==> src/sdc_cfg.svh <==
// Constants for the synchronous DRAM command decoder
// Assumes a 200 MHz ref_clk_in; included by the core module only
`ifndef SDC_CFG_SVH
`define SDC_CFG_SVH

// ----------------------------------------------------------------
// Geometry
// ----------------------------------------------------------------
`define SDC_NUM_ROWS      8192
`define SDC_COLS_X4       2048
`define SDC_COLS_X8       1024
`define SDC_COLS_X16      512
`define SDC_ORG_X4        2'h0
`define SDC_ORG_X8        2'h1
`define SDC_ORG_X16       2'h2

// ----------------------------------------------------------------
// Field positions and codes
// ----------------------------------------------------------------
`define SDC_AP_BIT        10
`define SDC_COL_HI_BIT    11
`define SDC_BL_LSB        0
`define SDC_BL_MSB        2
`define SDC_SEQ_BIT       3
`define SDC_CL_LSB        4
`define SDC_CL_MSB        6
`define SDC_MODE_RESET    12'h000
`define SDC_BL_PAGE       3'h7

// ----------------------------------------------------------------
// Timing
// ----------------------------------------------------------------
`define SDC_CLK_PERIOD_PS 5000
`define SDC_WR_EXTRA_PS   7500
`define SDC_PRE_WAIT_PS   20000
`define SDC_WR_EXTRA_CYC  (((`SDC_WR_EXTRA_PS) + (`SDC_CLK_PERIOD_PS) - 1) / (`SDC_CLK_PERIOD_PS))
`define SDC_PRE_WAIT_CYC  (((`SDC_PRE_WAIT_PS) + (`SDC_CLK_PERIOD_PS) - 1) / (`SDC_CLK_PERIOD_PS))
`define SDC_DQM_RD_LAT    2

`endif

==> src/sdc_pkg.sv <==
// Types for the synchronous DRAM command decoder
// Constants live in sdc_cfg.svh
package sdc_pkg;

  // ----------------------------------------------------------------
  // Commands
  // ----------------------------------------------------------------
  typedef enum logic [3:0] {
    SDC_CMD_INHIBIT, SDC_CMD_NOP, SDC_CMD_ACTIVE, SDC_CMD_READ, SDC_CMD_WRITE,
    SDC_CMD_TERM, SDC_CMD_PRECHARGE, SDC_CMD_AUTO_REF, SDC_CMD_SELF_REF,
    SDC_CMD_MODE_LOAD
  } sdc_cmd_t;

  // Burst engine states, Gray along idle-read/write-recovery path
  typedef enum logic [1:0] {
    SDC_B_IDLE  = 2'h0,
    SDC_B_BURST = 2'h1,
    SDC_B_REC   = 2'h3,
    SDC_B_SELF  = 2'h2
  } sdc_burst_st_t;

  // Command pins as sampled
  typedef struct packed {
    logic        cs_n;
    logic        ras_n;
    logic        cas_n;
    logic        we_n;
    logic        cke;
    logic [1:0]  bank;
    logic [12:0] addr;
    logic [1:0]  dqm;
    logic [15:0] wdata;
  } sdc_pins_t;

  // One array write or read word
  typedef struct packed {
    logic [1:0]  bank;
    logic [12:0] row;
    logic [10:0] col;
    logic [1:0]  mask;
    logic [15:0] data;
  } sdc_word_t;

  // Whole state of the core
  typedef struct packed {
    sdc_pins_t     s1;
    sdc_pins_t     s2;
    logic [3:0]    bank_open;
    logic [51:0]   open_rows;
    logic [11:0]   mode;
    logic [12:0]   ref_row;
    sdc_burst_st_t bst;
    logic          is_write;
    logic          auto_pre;
    logic [1:0]    bbank;
    logic [10:0]   start_col;
    logic [9:0]    beat;
    logic [3:0]    rec_cnt;
    logic [3:0]    pre_cnt;
    sdc_word_t     buf0;
    sdc_word_t     buf1;
    logic [1:0]    buf_vld;
    logic [1:0]    dqm_d1;
    logic [1:0]    dqm_d2;
    logic          rd_act_d1;
    logic          rd_act_d2;
    logic [15:0]   rd_q;
    logic [15:0]   dq_out;
    logic [1:0]    dq_oe;
    logic          wr_valid;
    sdc_word_t     wr_word;
    logic [1:0]    bank_idle_o;
    logic          self_ref;
    logic [1:0]    org;
    logic          cmd_rdy;
  } sdc_state_t;

endpackage : sdc_pkg
==> src/sdc_core.sv <==
// Command decoder, bank tracker and burst engine of a four-bank SDRAM
// Pins arrive from another domain and pass two flops; array is external
`timescale 1ns/10ps
`include "sdc_cfg.svh"

module sdc_core (
  // Clock and reset
  input  wire logic        ref_clk_in,
  input  wire logic        rst_in,
  // Command pins
  input  wire logic        cs_n_in,
  input  wire logic        ras_n_in,
  input  wire logic        cas_n_in,
  input  wire logic        we_n_in,
  input  wire logic        cke_in,
  input  wire logic        bank_select_lo_in,
  input  wire logic        bank_select_hi_in,
  input  wire logic [12:0] addr_in,
  input  wire logic [1:0]  dqm_in,
  input  wire logic [15:0] dq_in,
  input  wire logic [1:0]  org_in,
  // Data pin drive
  output logic      [15:0] dq_out,
  output logic      [1:0]  dq_oe_out,
  // Array side: write/read requests through the two-entry buffer
  output logic             arr_valid_out,
  output logic             arr_write_out,
  output logic      [1:0]  arr_bank_out,
  output logic      [12:0] arr_row_out,
  output logic      [10:0] arr_col_out,
  output logic      [1:0]  arr_mask_out,
  output logic      [15:0] arr_wdata_out,
  input  wire logic        arr_ready_in,
  input  wire logic [15:0] arr_rdata_in,
  // Status
  output logic      [3:0]  bank_open_out,
  output logic      [11:0] mode_out,
  output logic             self_refresh_out,
  output logic             cmd_ready_out
);

  sdc_pkg::sdc_state_t st_ff;
  sdc_pkg::sdc_state_t nxt_st;

  // ----------------------------------------------------------------
  // Helpers
  // ----------------------------------------------------------------
  // Strobe decode of the second-stage pins
  function automatic sdc_pkg::sdc_cmd_t decode(input sdc_pkg::sdc_pins_t p);
    if (p.cs_n)
      return sdc_pkg::SDC_CMD_INHIBIT;
    unique case ({p.ras_n, p.cas_n, p.we_n})
      3'h7: return sdc_pkg::SDC_CMD_NOP;
      3'h3: return sdc_pkg::SDC_CMD_ACTIVE;
      3'h5: return sdc_pkg::SDC_CMD_READ;
      3'h4: return sdc_pkg::SDC_CMD_WRITE;
      3'h6: return sdc_pkg::SDC_CMD_TERM;
      3'h2: return sdc_pkg::SDC_CMD_PRECHARGE;
      3'h1: return p.cke ? sdc_pkg::SDC_CMD_AUTO_REF : sdc_pkg::SDC_CMD_SELF_REF;
      3'h0: return sdc_pkg::SDC_CMD_MODE_LOAD;
    endcase
  endfunction : decode

  // Start column per organisation
  function automatic logic [10:0] start_col(input logic [12:0] a, input logic [1:0] org);
    unique case (org)
      `SDC_ORG_X4:  return {a[`SDC_COL_HI_BIT], a[9:0]};
      `SDC_ORG_X8:  return {1'b0, a[9:0]};
      default:      return {2'h0, a[8:0]};
    endcase
  endfunction : start_col

  // Last beat index (length minus one) from mode length field; page = full row
  function automatic logic [10:0] burst_len(input logic [11:0] m, input logic [1:0] org);
    logic [2:0] bl;
    bl = m[`SDC_BL_MSB:`SDC_BL_LSB];
    if (bl == `SDC_BL_PAGE)
      return (org == `SDC_ORG_X4) ? 11'h7ff : (org == `SDC_ORG_X8) ? 11'h3ff : 11'h1ff;
    return (bl > 3'h3) ? 11'h000 : (11'h001 << bl) - 11'h001;
  endfunction : burst_len

  // Column of a beat: wrap within burst, sequential or interleaved
  function automatic logic [10:0] beat_col(input logic [10:0] base, input logic [9:0] beat,
                                           input logic [10:0] lmask, input logic interleave);
    logic [10:0] off;
    off = interleave ? ((base ^ {1'b0, beat}) & lmask) : ((base + {1'b0, beat}) & lmask);
    return (base & ~lmask) | off;
  endfunction : beat_col

  // ----------------------------------------------------------------
  // Next state
  // ----------------------------------------------------------------
  always_comb
  begin
    sdc_pkg::sdc_cmd_t cmd;
    logic [10:0]       lmask;
    logic              last_beat;
    logic              push;
    logic              pop;
    sdc_pkg::sdc_word_t w;
    cmd       = sdc_pkg::SDC_CMD_INHIBIT;
    lmask     = 11'h000;
    last_beat = 1'b0;
    push      = 1'b0;
    pop       = 1'b0;
    w         = '0;
    nxt_st    = st_ff;
    // Two-flop capture of pins, rising edge only
    nxt_st.s1 = '{cs_n_in, ras_n_in, cas_n_in, we_n_in, cke_in,
                  {bank_select_hi_in, bank_select_lo_in}, addr_in, dqm_in, dq_in};
    nxt_st.s2 = st_ff.s1;
    nxt_st.org = org_in;
    cmd = decode(st_ff.s2);
    lmask = burst_len(st_ff.mode, st_ff.org);
    last_beat = ({1'b0, st_ff.beat} == lmask);
    // Self refresh holds until clock gate returns
    if (st_ff.bst == sdc_pkg::SDC_B_SELF)
    begin
      if (st_ff.s2.cke)
        nxt_st.bst = sdc_pkg::SDC_B_IDLE;
      cmd = sdc_pkg::SDC_CMD_INHIBIT;
    end
    // Precharge-wait countdown
    if (st_ff.pre_cnt != 4'h0)
      nxt_st.pre_cnt = st_ff.pre_cnt - 4'h1;
    // Burst engine
    unique case (st_ff.bst)
      sdc_pkg::SDC_B_BURST:
      begin
        if (st_ff.buf_vld != 2'h3 || !st_ff.is_write)
        begin
          push = 1'b1;
          nxt_st.beat = st_ff.beat + 10'h001;
          if (last_beat)
          begin
            nxt_st.bst = st_ff.auto_pre ? sdc_pkg::SDC_B_REC : sdc_pkg::SDC_B_IDLE;
            nxt_st.rec_cnt = 4'(`SDC_WR_EXTRA_CYC + 1);
          end
        end
      end
      sdc_pkg::SDC_B_REC:
      begin
        nxt_st.rec_cnt = st_ff.rec_cnt - 4'h1;
        if (st_ff.rec_cnt <= 4'h1 || !st_ff.is_write)
        begin
          nxt_st.bank_open[st_ff.bbank] = 1'b0;
          nxt_st.pre_cnt = 4'(`SDC_PRE_WAIT_CYC);
          nxt_st.bst = sdc_pkg::SDC_B_IDLE;
        end
      end
      default:
      begin
      end
    endcase
    // Word of the current beat
    w.bank = st_ff.bbank;
    w.row  = st_ff.open_rows[st_ff.bbank*13 +: 13];
    w.col  = beat_col(st_ff.start_col, st_ff.beat, lmask, st_ff.mode[`SDC_SEQ_BIT]);
    w.mask = st_ff.s2.dqm;
    w.data = st_ff.s2.wdata;
    // Command execution
    unique case (cmd)
      sdc_pkg::SDC_CMD_ACTIVE:
      begin
        nxt_st.bank_open[st_ff.s2.bank] = 1'b1;
        nxt_st.open_rows[st_ff.s2.bank*13 +: 13] = st_ff.s2.addr;
      end
      sdc_pkg::SDC_CMD_READ, sdc_pkg::SDC_CMD_WRITE:
      begin
        nxt_st.bst       = sdc_pkg::SDC_B_BURST;
        nxt_st.is_write  = (cmd == sdc_pkg::SDC_CMD_WRITE);
        nxt_st.bbank     = st_ff.s2.bank;
        nxt_st.auto_pre  = st_ff.s2.addr[`SDC_AP_BIT];
        nxt_st.start_col = start_col(st_ff.s2.addr, st_ff.org);
        nxt_st.beat      = 10'h001;
        push = 1'b1;
        nxt_st.bst = (lmask == 11'h000)
                     ? (st_ff.s2.addr[`SDC_AP_BIT] ? sdc_pkg::SDC_B_REC : sdc_pkg::SDC_B_IDLE)
                     : sdc_pkg::SDC_B_BURST;
        nxt_st.rec_cnt = 4'(`SDC_WR_EXTRA_CYC + 1);
        w.bank = st_ff.s2.bank;
        w.row  = st_ff.open_rows[st_ff.s2.bank*13 +: 13];
        w.col  = start_col(st_ff.s2.addr, st_ff.org);
      end
      sdc_pkg::SDC_CMD_TERM:
        if (st_ff.bst == sdc_pkg::SDC_B_BURST)
        begin
          nxt_st.bst = sdc_pkg::SDC_B_IDLE;
          push = 1'b0;
        end
      sdc_pkg::SDC_CMD_PRECHARGE:
      begin
        if (st_ff.s2.addr[`SDC_AP_BIT])
          nxt_st.bank_open = 4'h0;
        else
          nxt_st.bank_open[st_ff.s2.bank] = 1'b0;
        nxt_st.pre_cnt = 4'(`SDC_PRE_WAIT_CYC);
        if (st_ff.bst == sdc_pkg::SDC_B_BURST)
          nxt_st.bst = sdc_pkg::SDC_B_IDLE;
      end
      sdc_pkg::SDC_CMD_AUTO_REF:
        nxt_st.ref_row = st_ff.ref_row + 13'h0001;
      sdc_pkg::SDC_CMD_SELF_REF:
      begin
        nxt_st.ref_row = st_ff.ref_row + 13'h0001;
        nxt_st.bst = sdc_pkg::SDC_B_SELF;
      end
      sdc_pkg::SDC_CMD_MODE_LOAD:
        nxt_st.mode = st_ff.s2.addr[11:0];
      default:
      begin
      end
    endcase
    // Two-entry buffer toward the array, writes stall on full
    w.mask = (nxt_st.is_write || cmd == sdc_pkg::SDC_CMD_WRITE) ? w.mask : 2'h0;
    pop = st_ff.buf_vld[0] && arr_ready_in;
    if (pop)
    begin
      nxt_st.buf0 = st_ff.buf1;
      nxt_st.buf_vld = {1'b0, st_ff.buf_vld[1]};
    end
    if (push && nxt_st.buf_vld != 2'h3)
    begin
      if (!nxt_st.buf_vld[0])
      begin
        nxt_st.buf0 = w;
        nxt_st.buf_vld[0] = 1'b1;
      end
      else
      begin
        nxt_st.buf1 = w;
        nxt_st.buf_vld[1] = 1'b1;
      end
    end
    nxt_st.wr_valid = nxt_st.buf_vld[0];
    nxt_st.wr_word  = nxt_st.buf0;
    // Ready flag registered so the status pin comes from a flop
    nxt_st.cmd_rdy  = (nxt_st.bst == sdc_pkg::SDC_B_IDLE) && (nxt_st.pre_cnt == 4'h0);
    // Read data path: mask registered two clocks before the data
    nxt_st.rd_act_d1 = pop && !st_ff.is_write;
    nxt_st.rd_act_d2 = st_ff.rd_act_d1;
    nxt_st.dqm_d1    = st_ff.s2.dqm;
    nxt_st.dqm_d2    = st_ff.dqm_d1;
    nxt_st.rd_q      = arr_rdata_in;
    nxt_st.dq_out    = st_ff.rd_q;
    nxt_st.dq_oe     = st_ff.rd_act_d2 ? ~st_ff.dqm_d2 : 2'h0;
    nxt_st.bank_idle_o = 2'h0;
    nxt_st.self_ref  = (nxt_st.bst == sdc_pkg::SDC_B_SELF);
  end

  // ----------------------------------------------------------------
  // State register
  // ----------------------------------------------------------------
  always_ff @(posedge ref_clk_in or posedge rst_in)
  begin
    if (rst_in)
    begin
      st_ff      <= '0;
      st_ff.s1   <= '{cs_n: 1'b1, default: '0};
      st_ff.s2   <= '{cs_n: 1'b1, default: '0};
      st_ff.mode <= `SDC_MODE_RESET;
      st_ff.bst  <= sdc_pkg::SDC_B_IDLE;
    end
    else
      st_ff <= nxt_st;
  end

  // ----------------------------------------------------------------
  // Outputs, all straight from the state register
  // ----------------------------------------------------------------
  assign dq_out           = st_ff.dq_out;
  assign dq_oe_out        = st_ff.dq_oe;
  assign arr_valid_out    = st_ff.buf_vld[0];
  assign arr_write_out    = st_ff.is_write;
  assign arr_bank_out     = st_ff.buf0.bank;
  assign arr_row_out      = st_ff.buf0.row;
  assign arr_col_out      = st_ff.buf0.col;
  assign arr_mask_out     = st_ff.buf0.mask;
  assign arr_wdata_out    = st_ff.buf0.data;
  assign bank_open_out    = st_ff.bank_open;
  assign mode_out         = st_ff.mode;
  assign self_refresh_out = st_ff.self_ref;
  assign cmd_ready_out    = st_ff.cmd_rdy;

endmodule : sdc_core

==> config.mk <==
export PLATFORM = sky130hd
export DESIGN_NAME = sdc_core
export DESIGN_NICKNAME = d
export VERILOG_FILES = /design/src/sdc_pkg.sv /design/src/sdc_core.sv
export VERILOG_INCLUDE_DIRS = /design/src
export SDC_FILE = /design/constraint.sdc
export NUM_CORES = 1
export LEC_CHECK = 0
export BUFFER_PORTS_ARGS = -buffer_cell sky130_fd_sc_hd__buf_4
export CORE_ASPECT_RATIO = 1.25
export CORE_MARGIN = 5
export CORE_UTILIZATION = 59
export DETAILED_ROUTE_END_ITERATION = 16
export GPL_TIMING_DRIVEN = 0
export MAX_ROUTING_LAYER = met4
export PLACE_DENSITY = 0.79
export SYNTH_ARGS = -nofsm -noshare
export SYNTH_HDL_FRONTEND = slang
export SYNTH_SLANG_ARGS = --single-unit
==> constraint.sdc <==
create_clock -name ref_clk_in -period 10.09 [get_ports ref_clk_in]
set_clock_uncertainty 0.2 [all_clocks]
set_input_delay 0.5045 -clock ref_clk_in [delete_from_list [all_inputs] [get_ports ref_clk_in]]
set_output_delay 0.5045 -clock ref_clk_in [all_outputs]
set_load 0.05 [all_outputs]
== Word-level counts from Yosys, hierarchy flattened ==
Cells that the tools add are included.

* Flip-flop bits (word level): 313
* Bits of input ports: 59
* Output and inout bits: 82
* Word-level logic and storage cells: 185

* $add $sub $neg: 6
* Multiply operators: 2
* $lt $le $gt $ge: 6
* Eq/ne operators: 25
* Shift operators: 5
* Multiplexer cells: 55
* Bitwise gates (word level): 12
* Reductions and logical operators: 24

{| class="wikitable"
|+ Operators with widths
! kind !! number
|-
| $shiftx A52 B7 Y13 || 2
|-
| $mux W90 || 1
|-
| $mux W44 || 2
|-
| $mux W11 || 5
|-
| $bwmux W52 || 1
|-
| $shift A13 B34 Y52 const A || 1
|-
| $shiftx A13 B34 Y52 || 1
|-
| $mux W4 || 12
|-
| $mux W45 || 1
|-
| $neg A6 Y34 || 1
|-
| $and A11 B11 Y11 || 3
|-
| $pmux W4 S8 || 1
|-
| $mux W29 || 1
|-
| $mux W26 || 1
|-
| $mux W2 || 12
|-
| $pmux W11 S2 || 1
|-
| $mux W10 || 2
|-
| $pmux W4 S2 || 2
|-
| $eq A3 B3 Y1 const B || 5
|-
| $mux W14 || 1
|-
| $eq A4 B3 Y1 const B || 3
|-
| $mul A2 B4 Y6 const B || 2
|-
| $add A11 B10 Y11 || 1
|-
| $eq A10 B11 Y1 || 1
|-
| 41 further kinds || 72
|}

== Longest topological paths before layout ==
* Depth in word-level cells: 14
* Mapped depth: 11
* Gate-level depth less buffers: 10

== Least setup slack after synthesis ==
OpenSTA, ideal clock, no wires.

* Path kind: register to register
* Start point: register st_ff (netlist bit mode_out[1])
* End point: register st_ff (netlist bit cmd_ready_out)
* Arrival time: 2.556 ns
* Setup slack: 7.215 ns
* Cell stages (with the launch flop): 10
* Path buffers: 1
* Period minus slack after synthesis: 2.875 ns
* Cell sequence: dfrtp_1 -> buf_2 -> or3_1 -> ha_1 -> o21a_1 -> a2111oi_2 -> a41oi_1 -> or4_4 -> o31a_1 -> and3_1

{| class="wikitable"
|+ RTL lines
! element !! RTL line !! RTL
|-
| start, declared || sdc_core.sv:42 || <nowiki>sdc_pkg::sdc_state_t st_ff;</nowiki>
|-
| start signal, assigned || sdc_core.sv:265 || <nowiki>st_ff <= nxt_st;</nowiki>
|}

== Worst setup path in the final report ==
* Start point: register st_ff[329] in the netlist's numbering
* End point: register st_ff[268] in the netlist's numbering

* Cells in the longest elaborated chain, start to end: 4

{| class="wikitable"
|+ RTL lines
! element !! RTL line !! RTL
|-
| $mul A2 B4 Y6 (*) || sdc_core.sv:166 || <nowiki>nxt_st.open_rows[st_ff.s2.bank*13 +: 13] = st_ff.s2.addr;</nowiki>
|-
| $neg A6 Y34 (*) || sdc_core.sv:166 ||
|-
| $shiftx A13 B34 Y52 or $shift A13 B34 Y52 (tied branches) || sdc_core.sv:166 ||
|-
| $bwmux W52 (*) || sdc_core.sv:166 ||
|}

Every way passes the cells marked *; elsewhere a longest branch is shown, timed or not.
A chain may end at the register's enable or synchronous reset.

==> flow_metrics.tcl <==
set metrics [dict create \
    cp_slowest_cell "clkinv_1" \
    initial_utilization_pct 59.9 \
    wl_per_cell_um 18.4 \
    synthFlopType "dfrtp_1" \
    die_area_mm2 0.0274 \
    gp_congestion 0.946 \
    cts_resized 0 \
    synth_cell_type_count 73 \
    power_density_mw_per_mm2 248 \
    final_hold_viol_count 0 \
    cts_max_path_buffers 3 \
    finalWorstSetupSlack_ns 6.33 \
    design_area_mm2 0.0173 \
    cp-end-kind "register" \
    crit_buf_inv 4 \
    max-slew-margin-rel_pct 46.2 \
    synth_top_area_share_pct 54.6 \
    drtAntennaViolNets 0 \
    drive_gt1_share_pct 18.1 \
    yosys_warnings 0 \
    synthArstFlopShare_pct 100 \
    path_class "register to register" \
    via_per_inst 5.53 \
    fin_crit_ns 3.76 \
    syn_nets 1528 \
    max_freq_mhz 266 \
    routed-via-count 11200 \
    preCtsSetupSlack_ns 6.44 \
    grt_pass1_wl_mm 60.8 \
    ioPinCount 141 \
    ys_ff_latch 313 \
    hpwlAfterDp_mm 25.1 \
    p_leak_nw 8.11 \
    cts_tree "done" \
    syn2layout_area_growth_pct 21.4 \
    clkSinkCount 313 \
    max-vdd-ir-drop_uv 186 \
    cp_common_cell "clkbuf_1" \
    netlist_area_mm2 0.0143 \
    setup_violations 0 \
    clock_tree.root_cell "clkbuf_16" \
    cp-start-kind "register" \
    die_h_um 184 \
    tightest_slew_ns 0.800 \
    place_area_mm2 0.0158 \
    setup_tns_ns 0 \
    routed_wirelength_mm 37.2 \
    rows 63 \
    cp.required_ns 10.36 \
    critPathMaxStageDelay_ns 0.50 \
    core_mm2 0.0238 \
    crit_fanout 11 \
    period_share_pct 37.3 \
    diodes 0 \
    drv_slew 0 \
    outcome "finished, final reports clean" \
    rsz0062_at_grt "no" \
    post-route-util_pct 72.7 \
    port-buffer-count 139 \
    synth_edf_count 0 \
    drc 0 \
    fp.dieW_um 149 \
    syn_avg_cell_area_um2 9.87 \
    htreeDepth 1 \
    first_pass_iters 6 \
    layout.nets 1759 \
    synthCells 1445 \
    total_power_mw 4.29 \
    critPathArrivalTime_ns 4.04 \
    cp_top_family "buffers and inverters" \
    cp_cell_sequence "clkbuf_1 > clkbuf_1 > clkinv_1 > ha_1 > nor3b_1 > clkbuf_1 > nand2_1 > o21ai_0" \
    cts.clk_slew.worst_paths_ns 0.06 \
    synth_area_leaders "dfrtp_1, nand2_1, buf_4" \
    clk_latency_ns 0.56 \
    num-fill-cells 1758 \
    track_usage_pct 28.5 \
    grt_pass1_vias 11400 \
    grt_start_max_net_pins 119 \
    cts_setup_buffers 0 \
    initialDrtViolationCount 813 \
    cap_violations 0 \
    cts_buffers 31 \
    yosysSeqAreaShare_pct 54.9 \
    yosysTopAreaCell "dfrtp_1" \
    overflow 0 \
    hp-class "register to register" \
    antenna_found_initial 0 \
]
[cell families after synthesis]
kind of cell	Yosys count	synth area share [%]
DFF	313	54.9
adders and majority gates	25	2.23
xor gates and xnor gates	17	1.04
muxes	65	4.69
AOI/OAI and AO/OA	279	12.7
buffers and inverters	196	7.45
and+or+nand+nor	550	16.9
[cells in the final DEF, fill, tap and decap left out, drive strengths merged, types with 21 or more instances in the layout]
| cell type | count |
|---|---|
| nand2 | 351 |
| dlygate4sd3 | 57 |
| nand2b | 43 |
| a21oi | 33 |
| nor2 | 67 |
| ha | 23 |
| inv | 28 |
| mux2i | 53 |
| clkbuf | 116 |
| o21ai | 119 |
| buf | 239 |
| dfrtp | 311 |
| a2111oi | 21 |
[power breakdown]
group | switching (mW) | total [mW] | leakage (nW) | internal, mW
sequential | 0.168 | 1.66 | 3.93 | 1.49
combinational | 0.943 | 1.52 | 3.71 | 0.575
clock | 0.473 | 1.11 | 0.472 | 0.641
[worst paths after layout]
| kind | cells past startpoint | slack [ns] | end | startpoint |
|---|---|---|---|---|
| min reg2reg | 0 | 0.14 | nxt_st[89] | nxt_st[313] |
| max | 8 | 6.33 | st_ff[268] | st_ff[329] |
| min in group asynchronous | 3 | 0.42 | nxt_st[62] | rst_in |
| max in group asynchronous | 4 | 8.29 | st_ff[130] | rst_in |
| min | 0 | 0.14 | nxt_st[89] | nxt_st[313] |
| max reg2reg | 8 | 6.33 | st_ff[268] | st_ff[329] |
[worst register-to-register path, cell delays in order, from the launching register on]
cell and delay, ns:
dfrtp_1 0.48, clkbuf_1 0.39, clkbuf_1 0.44, clkinv_1 0.51
ha_1 0.50, nor3b_1 0.47, clkbuf_1 0.40, nand2_1 0.11
o21ai_0 0.18
[cells in the mapped netlist (12+ instances only)]
library cell / count
ha_1: 23
dfrtp_1: 311
nand2b_1: 43
o21ai_0: 116
mux2i_1: 52
a21oi_1: 33
and3_1: 15
buf_4: 79
clkbuf_1: 69
a311oi_1: 20
buf_2: 12
inv_1: 27
a2111oi_0: 20
a32oi_1: 20
a211oi_1: 13
nor2_1: 66
nand2_1: 351
mux2_2: 12
nand3_1: 17
[layout make-up]
| cell class | instances | area [µm²] | area share, % |
|---|---|---|---|
| Tap cell | 325 | 407 | 2.35 |
| Buffer | 167 | 953 | 5.51 |
| Timing Repair Buffer | 198 | 1670 | 9.64 |
| Clock buffer | 47 | 866 | 5.00 |
| Clock inverter | 10 | 109 | 0.629 |
| Multi-Input combinational cell | 936 | 5360 | 31.0 |
| Sequential cell | 313 | 7840 | 45.2 |
| Inverter | 29 | 116 | 0.672 |
[timing repair]
action                                  in CTS  in global routing
endpoints found under the hold margin      134                  0
endpoints found under the setup margin       0                  0
hold buffers                                57                  0
[flip-flops by register name, indices dropped and copies added (netlist names)]
signal	count
st_ff	172
dq_oe_out	2
self_refresh_out	1
mode_out	12
cmd_ready_out	1
arr_mask_out	2
arr_row_out	13
dq_out	16
arr_wdata_out	16
bank_open_out	4
arr_col_out	11
arr_bank_out	2
nxt_st	59
arr_write_out	1
arr_valid_out	1
[through the flow]
| stage | hold slack, ns | std cells |
|---|---|---|
| floorplan | 0.131 | 1445 |
| global placement | 0.131 | 1909 |
| detailed placement | 0.135 | 1911 |
| CTS | 0.141 | 2025 |
| global route | 0.149 | 2025 |
| finish | 0.141 | 2025 |
[layer usage]
metal | vias up | wire [µm] | GRT usage [%]
met4 | 0 | 1070 | 8.06
met1 | 5401 | 15400 | 36.6
met3 | 89 | 2400 | 4.19
met2 | 399 | 18400 | 47.5
li1 | 5314 | - | -
met5 | - | 0 | -
(Power assumes the default switching activity.)
